==> config.mk <==
export PLATFORM = sky130hd
export DESIGN_NAME = pro_handler
export DESIGN_NICKNAME = d
export VERILOG_FILES = /design/src/shared/pro_pkg.sv /design/src/design/pro_handler.sv
export SDC_FILE = /design/constraint.sdc
export NUM_CORES = 2
export LEC_CHECK = 0
export BUFFER_PORTS_ARGS = -buffer_cell sky130_fd_sc_hd__buf_2
export CORE_UTILIZATION = 30
export DETAILED_ROUTE_END_ITERATION = 6
export SYNTH_ARGS = -nofsm -noshare
export SYNTH_HDL_FRONTEND = slang
export SYNTH_SLANG_ARGS = --single-unit
==> constraint.sdc <==
create_clock -name clk_i -period 5.1 [get_ports clk_i]
set_input_delay 0.255 -clock clk_i [delete_from_list [all_inputs] [get_ports clk_i]]
set_output_delay 0.255 -clock clk_i [all_outputs]
set_load 0.03 [all_outputs]
==> src/shared/pro_pkg.sv <==
// Purpose: constants for the reservation-out command handler
// Assumes: 32-bit classic Wishbone register map, byte addresses
// Notes:   status, sense and code values are named once here
package pro_pkg;
	// register byte offsets
	localparam logic [7:0] CDB0_OFF   = 8'h00;
	localparam logic [7:0] CDB1_OFF   = 8'h04;
	localparam logic [7:0] RKLO_OFF   = 8'h08;
	localparam logic [7:0] RKHI_OFF   = 8'h0c;
	localparam logic [7:0] SKLO_OFF   = 8'h10;
	localparam logic [7:0] SKHI_OFF   = 8'h14;
	localparam logic [7:0] PB20_OFF   = 8'h18;
	localparam logic [7:0] CTRL_OFF   = 8'h1c;
	localparam logic [7:0] STAT_OFF   = 8'h20;
	localparam logic [7:0] GEN_OFF    = 8'h24;
	localparam logic [7:0] UA_OFF     = 8'h28;
	localparam logic [7:0] SLOT_OFF   = 8'h2c;
	// control field positions
	localparam int CTRL_INIT_LSB = 0;
	localparam int CTRL_LEG_BIT  = 8;
	localparam int CTRL_ACA_BIT  = 9;
	localparam int CTRL_AOWN_LSB = 12;
	localparam int CTRL_GO_BIT   = 31;
	localparam int STAT_BUSY_BIT = 31;
	localparam int PB20_APTPL    = 0;
	// command block codes
	localparam logic [7:0] OPC_PR_OUT  = 8'h5f;
	localparam logic [15:0] PLIST_LEN  = 16'h0018;
	localparam logic [4:0] SA_REGISTER = 5'h00;
	localparam logic [4:0] SA_RESERVE  = 5'h01;
	localparam logic [4:0] SA_RELEASE  = 5'h02;
	localparam logic [4:0] SA_PREEMPT  = 5'h05;
	localparam logic [3:0] WHOLE_UNIT_SCOPE = 4'h0;
	localparam logic [3:0] TYP_WR_EX   = 4'h1;
	localparam logic [3:0] TYP_EX_AC   = 4'h3;
	localparam logic [3:0] TYP_WR_EX_RO = 4'h5;
	localparam logic [3:0] TYP_EX_AC_RO = 4'h6;
	// completion status and sense
	localparam logic [7:0] ST_GOOD     = 8'h00;
	localparam logic [7:0] ST_CHECK    = 8'h02;
	localparam logic [7:0] ST_CONFLICT = 8'h18;
	localparam logic [3:0] SK_NONE     = 4'h0;
	localparam logic [3:0] SK_ILLEGAL  = 4'h5;
	localparam logic [3:0] SK_UATTN    = 4'h6;
	localparam logic [7:0] ASC_NONE    = 8'h00;
	localparam logic [7:0] ASC_LEN_ERR = 8'h1a;
	localparam logic [7:0] ASC_BAD_FLD = 8'h24;
	localparam logic [7:0] ASC_BAD_REL = 8'h26;
	localparam logic [7:0] ASC_PREEMPT = 8'h2a;
	// reset values
	localparam logic [31:0] GEN_RST    = 32'h0000_0000;
	localparam logic [31:0] WORD_RST   = 32'h0000_0000;
endpackage

==> src/design/pro_handler.sv <==
// Purpose: reservation-out command interpreter with key table
// Assumes: software loads command block and parameters, then sets go
// Notes:   one command runs per go; result appears two edges later
//
// Decided for this implementation: the address map and the Wishbone interface to the registers.
`timescale 1ns/100ps
`default_nettype none

////////////////////////////////////////////////////////////////////////////////
// Behaviour
// - opcode 5Fh, action byte1, scope/type byte2
// - active legacy unit reservation gives conflict
// - parameter length not 18h gives length error
// - only actions 0,1,2,5; others invalid field
// - register unknown key adds new registration
// - register key owned elsewhere gives conflict
// - register own key replaces it
// - at most four keys; fifth gives conflict
// - generation bumps on good register or preempt
// - any key registered blocks legacy reserve/release
// - unregistered requester gets conflict except register
// - key owned by other initiator gives conflict
// - conflicting new reservation gives conflict
// - reservation applies only to later commands
// - release of unreserved key is good, no change
// - release scope/type mismatch gives invalid release
// - preempt unknown key reserves without preempting
// - preempt known key reserves, clears key, flushes
// - cleared key's owner gets preempted attention
// - aca survives preempt; others held meanwhile
// - only whole unit scope; ignored for register
// - only types 1,3,5,6; ignored for register
// - keys at bytes 0-15, flag byte20 bit0
// - generation cleared to zero by reset
module pro_handler #(
	parameter int NSLOT = 4,
	parameter int IW    = 3
) (
	input  wire logic        clk_i,
	input  wire logic        rst_i,
	input  wire logic        wb_cyc_i,
	input  wire logic        wb_stb_i,
	input  wire logic        wb_we_i,
	input  wire logic [7:0]  wb_adr_i,
	input  wire logic [3:0]  wb_sel_i,
	input  wire logic [31:0] wb_dat_i,
	output logic      [31:0] wb_dat_o,
	output logic             wb_ack_o,
	output logic             legacy_block_o,
	output logic             reconnect_hold_o,
	output logic             flush_o,
	output logic [IW-1:0]    flush_init_o
);
	localparam int NI = 1 << IW;

	typedef struct packed {
		logic [NSLOT-1:0]            vld;
		logic [NSLOT-1:0][63:0]      key;
		logic [NSLOT-1:0][IW-1:0]    own;
		logic [NSLOT-1:0]            rsv;
		logic [NSLOT-1:0][3:0]       scp;
		logic [NSLOT-1:0][3:0]       typ;
		logic [31:0]                 cdb0;
		logic [15:0]                 plen;
		logic [63:0]                 rkey;
		logic [63:0]                 skey;
		logic                        aptpl_in;
		logic                        aptpl;
		logic [IW-1:0]               init;
		logic                        leg;
		logic                        aca;
		logic [IW-1:0]               aca_own;
		logic                        exec;
		logic [7:0]                  st;
		logic [3:0]                  sk;
		logic [7:0]                  asc;
		logic [31:0]                 gen;
		logic [NI-1:0]               ua;
		logic                        ack;
		logic [31:0]                 dat;
		logic                        lblk;
		logic                        hold;
		logic                        flush;
		logic [IW-1:0]               finit;
	} pro_state_t;

	pro_state_t r_reg;
	pro_state_t r_next;

	function automatic logic [31:0] merge(input logic [31:0] o, input logic [31:0] d,
		input logic [3:0] s);
		logic [31:0] m;
		m = o;
		for (int b = 0; b < 4; b++) begin
			if (s[b]) begin
				m[b*8 +: 8] = d[b*8 +: 8];
			end
		end
		return m;
	endfunction

	// an existing write-exclusive or exclusive-access hold blocks everything;
	// registrants-only holds block only the two exclusive kinds
	function automatic logic clash(input logic [3:0] old_t, input logic [3:0] new_t);
		return (old_t == pro_pkg::TYP_WR_EX) || (old_t == pro_pkg::TYP_EX_AC) ||
			(new_t == pro_pkg::TYP_WR_EX) || (new_t == pro_pkg::TYP_EX_AC);
	endfunction

	////////////////////////////////////////////////////////////////////////////
	always_comb begin
		logic [31:0]       w;
		logic [NI-1:0]     ua_clr;
		logic [NI-1:0]     ua_set;
		logic [7:0]        opc;
		logic [4:0]        sa;
		logic [3:0]        scope;
		logic [3:0]        ntyp;
		logic              rk_hit;
		logic              sk_hit;
		logic              req_reg;
		logic              free;
		logic              cfl;
		logic              cfl_ex;
		logic [$clog2(NSLOT)-1:0] rk_s;
		logic [$clog2(NSLOT)-1:0] sk_s;
		logic [$clog2(NSLOT)-1:0] fr_s;
		w = 32'h0;
		ua_clr = '0;
		ua_set = '0;
		opc = r_reg.cdb0[7:0];
		sa = r_reg.cdb0[12:8];
		scope = r_reg.cdb0[23:20];
		ntyp = r_reg.cdb0[19:16];
		rk_hit = 1'b0;
		sk_hit = 1'b0;
		req_reg = 1'b0;
		free = 1'b0;
		cfl = 1'b0;
		cfl_ex = 1'b0;
		rk_s = '0;
		sk_s = '0;
		fr_s = '0;
		r_next = r_reg;
		r_next.ack = 1'b0;
		r_next.exec = 1'b0;
		r_next.flush = 1'b0;

		////////////////////////////////////////////////////////////////////////
		// register bus slave: one wait state, unmapped reads zero
		if (wb_cyc_i && wb_stb_i && !r_reg.ack) begin
			r_next.ack = 1'b1;
			if (wb_adr_i == pro_pkg::CDB0_OFF) begin
				w = r_reg.cdb0;
			end else if (wb_adr_i == pro_pkg::CDB1_OFF) begin
				w = {16'h0, r_reg.plen};
			end else if (wb_adr_i == pro_pkg::RKLO_OFF) begin
				w = r_reg.rkey[31:0];
			end else if (wb_adr_i == pro_pkg::RKHI_OFF) begin
				w = r_reg.rkey[63:32];
			end else if (wb_adr_i == pro_pkg::SKLO_OFF) begin
				w = r_reg.skey[31:0];
			end else if (wb_adr_i == pro_pkg::SKHI_OFF) begin
				w = r_reg.skey[63:32];
			end else if (wb_adr_i == pro_pkg::PB20_OFF) begin
				w = {30'h0, r_reg.aptpl, r_reg.aptpl_in};
			end else if (wb_adr_i == pro_pkg::CTRL_OFF) begin
				w[pro_pkg::CTRL_INIT_LSB +: IW] = r_reg.init;
				w[pro_pkg::CTRL_LEG_BIT] = r_reg.leg;
				w[pro_pkg::CTRL_ACA_BIT] = r_reg.aca;
				w[pro_pkg::CTRL_AOWN_LSB +: IW] = r_reg.aca_own;
			end else if (wb_adr_i == pro_pkg::STAT_OFF) begin
				w = {r_reg.exec, 7'h0, r_reg.asc, 4'h0, r_reg.sk, r_reg.st};
			end else if (wb_adr_i == pro_pkg::GEN_OFF) begin
				w = r_reg.gen;
			end else if (wb_adr_i == pro_pkg::UA_OFF) begin
				w[NI-1:0] = r_reg.ua;
			end else if (wb_adr_i == pro_pkg::SLOT_OFF) begin
				w[NSLOT-1:0] = r_reg.vld;
				w[8 +: NSLOT] = r_reg.rsv;
			end
			r_next.dat = wb_we_i ? 32'h0 : w;
			if (wb_we_i) begin
				w = merge(w, wb_dat_i, wb_sel_i);
				if (wb_adr_i == pro_pkg::CDB0_OFF) begin
					r_next.cdb0 = w;
				end else if (wb_adr_i == pro_pkg::CDB1_OFF) begin
					r_next.plen = w[15:0];
				end else if (wb_adr_i == pro_pkg::RKLO_OFF) begin
					r_next.rkey[31:0] = w;
				end else if (wb_adr_i == pro_pkg::RKHI_OFF) begin
					r_next.rkey[63:32] = w;
				end else if (wb_adr_i == pro_pkg::SKLO_OFF) begin
					r_next.skey[31:0] = w;
				end else if (wb_adr_i == pro_pkg::SKHI_OFF) begin
					r_next.skey[63:32] = w;
				end else if (wb_adr_i == pro_pkg::PB20_OFF) begin
					r_next.aptpl_in = w[pro_pkg::PB20_APTPL];
				end else if (wb_adr_i == pro_pkg::CTRL_OFF) begin
					r_next.init = w[pro_pkg::CTRL_INIT_LSB +: IW];
					r_next.leg = w[pro_pkg::CTRL_LEG_BIT];
					r_next.aca = w[pro_pkg::CTRL_ACA_BIT];
					r_next.aca_own = w[pro_pkg::CTRL_AOWN_LSB +: IW];
					r_next.exec = w[pro_pkg::CTRL_GO_BIT];
				end else if (wb_adr_i == pro_pkg::UA_OFF) begin
					ua_clr = w[NI-1:0];
				end
			end
		end

		////////////////////////////////////////////////////////////////////////
		// key table lookup
		for (int i = 0; i < NSLOT; i++) begin
			if (r_reg.vld[i] && r_reg.key[i] == r_reg.rkey) begin
				rk_hit = 1'b1;
				rk_s = i[$clog2(NSLOT)-1:0];
			end
			if (r_reg.vld[i] && r_reg.key[i] == r_reg.skey) begin
				sk_hit = 1'b1;
				sk_s = i[$clog2(NSLOT)-1:0];
			end
			if (r_reg.vld[i] && r_reg.own[i] == r_reg.init) begin
				req_reg = 1'b1;
			end
			if (!r_reg.vld[i] && !free) begin
				free = 1'b1;
				fr_s = i[$clog2(NSLOT)-1:0];
			end
		end
		for (int i = 0; i < NSLOT; i++) begin
			if (r_reg.vld[i] && r_reg.rsv[i] && clash(r_reg.typ[i], ntyp)) begin
				cfl = 1'b1;
				if (!(sk_hit && i == int'(sk_s))) begin
					cfl_ex = 1'b1;
				end
			end
		end

		////////////////////////////////////////////////////////////////////////
		// command execution, one cycle after go
		if (r_reg.exec) begin
			r_next.st = pro_pkg::ST_GOOD;
			r_next.sk = pro_pkg::SK_NONE;
			r_next.asc = pro_pkg::ASC_NONE;
			if (r_reg.leg) begin
				r_next.st = pro_pkg::ST_CONFLICT;
			end else if (opc != pro_pkg::OPC_PR_OUT) begin
				r_next.st = pro_pkg::ST_CHECK;
				r_next.sk = pro_pkg::SK_ILLEGAL;
				r_next.asc = pro_pkg::ASC_BAD_FLD;
			end else if (r_reg.plen != pro_pkg::PLIST_LEN) begin
				r_next.st = pro_pkg::ST_CHECK;
				r_next.sk = pro_pkg::SK_ILLEGAL;
				r_next.asc = pro_pkg::ASC_LEN_ERR;
			end else if (sa != pro_pkg::SA_REGISTER && sa != pro_pkg::SA_RESERVE &&
				sa != pro_pkg::SA_RELEASE && sa != pro_pkg::SA_PREEMPT) begin
				r_next.st = pro_pkg::ST_CHECK;
				r_next.sk = pro_pkg::SK_ILLEGAL;
				r_next.asc = pro_pkg::ASC_BAD_FLD;
			end else if (sa == pro_pkg::SA_REGISTER) begin
				// scope and type not examined here
				if (rk_hit && r_reg.own[rk_s] != r_reg.init) begin
					r_next.st = pro_pkg::ST_CONFLICT;
				end else if (rk_hit) begin
					r_next.key[rk_s] = r_reg.skey;
					r_next.aptpl = r_reg.aptpl_in;
					r_next.gen = r_reg.gen + 32'h1;
				end else if (!free) begin
					r_next.st = pro_pkg::ST_CONFLICT;
				end else begin
					r_next.vld[fr_s] = 1'b1;
					r_next.key[fr_s] = r_reg.skey;
					r_next.own[fr_s] = r_reg.init;
					r_next.rsv[fr_s] = 1'b0;
					r_next.aptpl = r_reg.aptpl_in;
					r_next.gen = r_reg.gen + 32'h1;
				end
			end else if (scope != pro_pkg::WHOLE_UNIT_SCOPE) begin
				r_next.st = pro_pkg::ST_CHECK;
				r_next.sk = pro_pkg::SK_ILLEGAL;
				r_next.asc = pro_pkg::ASC_BAD_FLD;
			end else if (ntyp != pro_pkg::TYP_WR_EX && ntyp != pro_pkg::TYP_EX_AC &&
				ntyp != pro_pkg::TYP_WR_EX_RO && ntyp != pro_pkg::TYP_EX_AC_RO) begin
				r_next.st = pro_pkg::ST_CHECK;
				r_next.sk = pro_pkg::SK_ILLEGAL;
				r_next.asc = pro_pkg::ASC_BAD_FLD;
			end else if (!req_reg) begin
				r_next.st = pro_pkg::ST_CONFLICT;
			end else if (rk_hit && r_reg.own[rk_s] != r_reg.init) begin
				r_next.st = pro_pkg::ST_CONFLICT;
			end else if (sa == pro_pkg::SA_RELEASE) begin
				if (!rk_hit || !r_reg.rsv[rk_s]) begin
					r_next.st = pro_pkg::ST_GOOD;
				end else if (r_reg.scp[rk_s] != scope || r_reg.typ[rk_s] != ntyp) begin
					r_next.st = pro_pkg::ST_CHECK;
					r_next.sk = pro_pkg::SK_ILLEGAL;
					r_next.asc = pro_pkg::ASC_BAD_REL;
				end else begin
					r_next.rsv[rk_s] = 1'b0;
				end
			end else if (!rk_hit) begin
				// holding a reservation needs the requester's own key
				r_next.st = pro_pkg::ST_CONFLICT;
			end else if (sa == pro_pkg::SA_RESERVE) begin
				if (cfl) begin
					r_next.st = pro_pkg::ST_CONFLICT;
				end else begin
					r_next.rsv[rk_s] = 1'b1;
					r_next.scp[rk_s] = scope;
					r_next.typ[rk_s] = ntyp;
				end
			end else if (cfl_ex) begin
				r_next.st = pro_pkg::ST_CONFLICT;
			end else begin
				// preempt and clear; aca state left untouched
				if (sk_hit && sk_s != rk_s) begin
					r_next.vld[sk_s] = 1'b0;
					r_next.rsv[sk_s] = 1'b0;
					r_next.flush = 1'b1;
					r_next.finit = r_reg.own[sk_s];
					ua_set[r_reg.own[sk_s]] = 1'b1;
				end
				r_next.rsv[rk_s] = 1'b1;
				r_next.scp[rk_s] = scope;
				r_next.typ[rk_s] = ntyp;
				r_next.gen = r_reg.gen + 32'h1;
			end
		end

		// a new preempted attention beats a clear in the same cycle
		r_next.ua = (r_reg.ua & ~ua_clr) | ua_set;
		r_next.lblk = |r_reg.vld;
		r_next.hold = r_reg.aca && (r_reg.init != r_reg.aca_own);
	end

	////////////////////////////////////////////////////////////////////////////
	always_ff @(posedge clk_i) begin
		if (rst_i) begin
			r_reg      <= '0;
			r_reg.gen  <= pro_pkg::GEN_RST;
			r_reg.plen <= pro_pkg::WORD_RST[15:0];
		end else begin
			r_reg <= r_next;
		end
	end

	assign wb_dat_o = r_reg.dat;
	assign wb_ack_o = r_reg.ack;
	assign legacy_block_o = r_reg.lblk;
	assign reconnect_hold_o = r_reg.hold;
	assign flush_o = r_reg.flush;
	assign flush_init_o = r_reg.finit;
endmodule

`default_nettype wire

==> run_results.csv <==
group,metric,value,unit
worst_setup_path,crit_top_cell,"buf_4",
detailed_routing,viasPerCell,5.843,
cts,clkSlewWorstSetupHoldPaths,60,ps
cts,post_cts_buffers,0,
die,ios,88,
detailed_routing,first_iter_violations,4534,
worst_setup_path,max_stage_delay,950,ps
sta,fin_tns_setup,0,ps
power,power.leakage,0.01498,uW
worst_setup_path,critical_path.max_fanout,9,
power,combPwrFrac,0.041,
sta,relSlewSlack,0.005882,
detailed_routing,route.vias.total,31153,
detailed_routing,remaining_drc_errors,0,
yosys,synthArstFlopShare,0,
cts,clock_latency,650,ps
worst_setup_path,worst_setup_path_start_kind,"register",
placement,portBuffers,87,
power,p_per_area,280.3,nW/um^2
cts,ctsHoldBuffers,0,
placement,dpl_worst_slack,205.6,ps
cts,cts_tree,"done",
die,std_cell_rows,118,
sta,rsz0062_at_grt,"no",
sta,finalSetupViolations,0,
detailed_routing,wirelength,174.7,mm
sta,worst_slack,90.41,ps
power,pwr-share-clk,0.524,
layout,final_cell_mix,"578 x dfxtp_1, 399 x nor2_1, 359 x nand2_1, 290 x buf_4, 273 x xnor2_1",
sta,skew,35.04,ps
yosys,synth.area.top_cells,"dfxtp_1 37%, xnor2_1 7.6%, mux2i_1 6.4%",
sta,hold_viol_final,0,
global_routing,grt_max_degree,166,
layout,drive_gt1_frac,0.1466,
placement,placed_cells,5199,
sta,fin_crit_sh,0.9823,
layout,final_common_cell,"dfxtp_1",
yosys,synth.avg_cell_area,8.321,um^2
yosys,synth.top_cell.area_share,0.3701,
outcome,violations,"capacitance limit",
worst_setup_path,worst_ep_arrival_time,5530,ps
global_routing,grt.overflow.total,0,
cts,cts_resized,0,
detailed_routing,post_drt_wl_per_cell,32.76,um
yosys,synth_top_area_cell,"dfxtp_1",
detailed_routing,postRouteAntennaNets,0,
yosys,synth-edff-count,0,
sta,fmax,199.6,MHz
placement,gp_congestion,1.125,
placement,place_area,34660,um^2
global_routing,grt_usage,0.3200,
min_path,hold_class,"in -> reg",
sta,tightest_slew,1450,ps
yosys,ys_ff_latch,579,
flow_run,cap_violations,1,
yosys,yosysSeqAreaShare,0.3701,
cts,h-tree-depth,3,
power,power,10410,uW
power,sw_frac_of_total,0.2467,
layout,design_area,37130,um^2
layout,layout.cells.non_filler,5332,
die,fp.dieW,325.1,um
cts,clock_sinks,579,
cts,clock_path_buffers,3,
global_routing,grt_pass1_vias,28521,
global_routing,antenna_found_initial,8,
cts,cts_root_buffer,"clkbuf_16",
sta,slew_viol_final,0,
sta,fin_crit,5010,ps
worst_setup_path,timing.rr.start,"r_reg[157]",
worst_setup_path,r2r_slack,90,ps
worst_setup_path,cp-startpoint,"r_reg[157]",
die,core,103500,um^2
outcome,status,"finished, violations left",
worst_setup_path,crit_chain,"inv_1 > a22oi_1 > o221ai_1 > nor4_1 > nand3_1 > buf_4 > or4b_2 > a211oi_1 > buf_4 > mux2i_1 > nor4b_1 > buf_4 > nand2_1 > mux2i_1 > nor2_1",
placement,dp_hpwl,137.5,mm
detailed_routing,first_pass_iters,7,
die,dieArea,105700,um^2
global_routing,grt_pass1_wl,238.0,mm
worst_setup_path,crit_required,5620,ps
yosys,ys.flop_type,"dfxtp_1",
power,sequentialPowerShare,0.435,
power,p_switching,2568,uW
yosys,synth_nets,3814,
worst_setup_path,crit_type,"reg -> reg",
yosys,synthCells,3764,
cts,numCtsBuffers,73,
die,start_util,0.3026,
worst_setup_path,slowest_stage,"dfxtp_1",
layout,syn_to_final_growth,18.56,%
die,dieHeight,325.1,um
worst_setup_path,cp-end-kind,"register",
yosys,netlist-cell-type-count,83,
power,ir_drop,220.9,uV
power,power.internal,7842,uW
worst_setup_path,reg2regPathDepth,15,
layout,nNetsFinal,3944,
yosys,syn_area,31320,um^2
yosys,yosysWarnings,0,
power by group through the flow:
stage / sequential, uW / combinational, uW / clock (uW)
6_report: 4530 / 424 / 5460
5_1_grt: 4530 / 436 / 5660
4_1_cts: 4530 / 412 / 5480
3_5_place_dp: 4630 / 411 / 0
3_3_place_gp: 4630 / 412 / 0
2_1_floorplan: 4630 / 202 / 0
metrics by stage:
stage,hold slack [ps],util
floorplan,416.3,-
global placement,426.1,0.3348
detailed placement,436.3,0.3349
CTS,52.97,0.3587
global route,82.22,0.3587
finish,75.46,0.3588
area by class of cell:
class / count / area (um^2)
multi-input cells: 2734 / 17760
clock buffers: 103 / 2143
repair buffers: 406 / 3203
fillers: 10706 / 66360
well taps: 1380 / 1727
inverters: 100 / 375.4
clock inverters: 28 / 325.3
diodes: 2 / 5.005
flip-flops and latches: 579 / 11590
worst min path at each step:
stage	start	end	slack [ps]	cells past startpoint
2_1_floorplan	register	register	420	2
3_3_place_gp	register	register	430	2
3_5_place_dp	register	register	440	2
4_1_cts	wb_dat_i[0]	r_reg[105]	50	3
5_1_grt	wb_dat_i[0]	r_reg[105]	80	3
6_report	wb_dat_i[0]	r_reg[105]	80	3
kinds of logic after synthesis:
| logic type | share of synthesized area |
|---|---|
| AOI/OAI and AO/OA | 0.1628 |
| xor gates and xnor gates | 0.1284 |
| adders and majority gates | 0.0003994 |
| buffers and inverters | 0.06603 |
| DFF | 0.3701 |
| muxes | 0.06855 |
| and+or+nand+nor | 0.2038 |
critical path, delay by kind of cell, from the launching register on:
kind / cells / cell delay [ps]
flops: 1 / 950
buf+inv: 4 / 1000
mux: 2 / 330
simple gates: 6 / 1890
compound gates: 3 / 690
cells in the mapped netlist (6+ instances only):
library cell	count
inv_1	99
and3_1	16
mux2_2	12
o21ai_0	70
a221oi_1	28
nand2_1	360
clkbuf_1	199
or3_1	31
and4_1	10
mux2i_1	201
a22o_1	133
a21oi_1	239
nand3_1	61
nor2_1	404
nand4_1	112
a2111oi_0	9
or2_2	7
nor2b_1	33
nand2b_1	83
a22oi_1	37
xnor2_1	273
a31oi_1	11
xor2_1	186
a222oi_1	10
a311oi_1	6
and2_1	29
buf_2	79
o22ai_1	14
nand4b_1	7
nor4b_1	8
nor3_1	54
o31ai_1	7
dfxtp_1	579
o211ai_1	14
or4_1	6
o211a_1	7
a221o_1	6
o2111ai_1	27
o221ai_1	13
buf_4	46
buf_1	20
nor4_1	86
a211oi_1	64
layer usage:
metal  share of wire  up-vias  GRT usage
met1            0.43    15457     0.4424
met4           0.059        2     0.1656
met2            0.42     1917     0.4704
met5        0.000080        -          0
li1                -    13400          -
met3           0.095      377    0.06006
No activity file was read; power rests on OpenSTA's default activity.
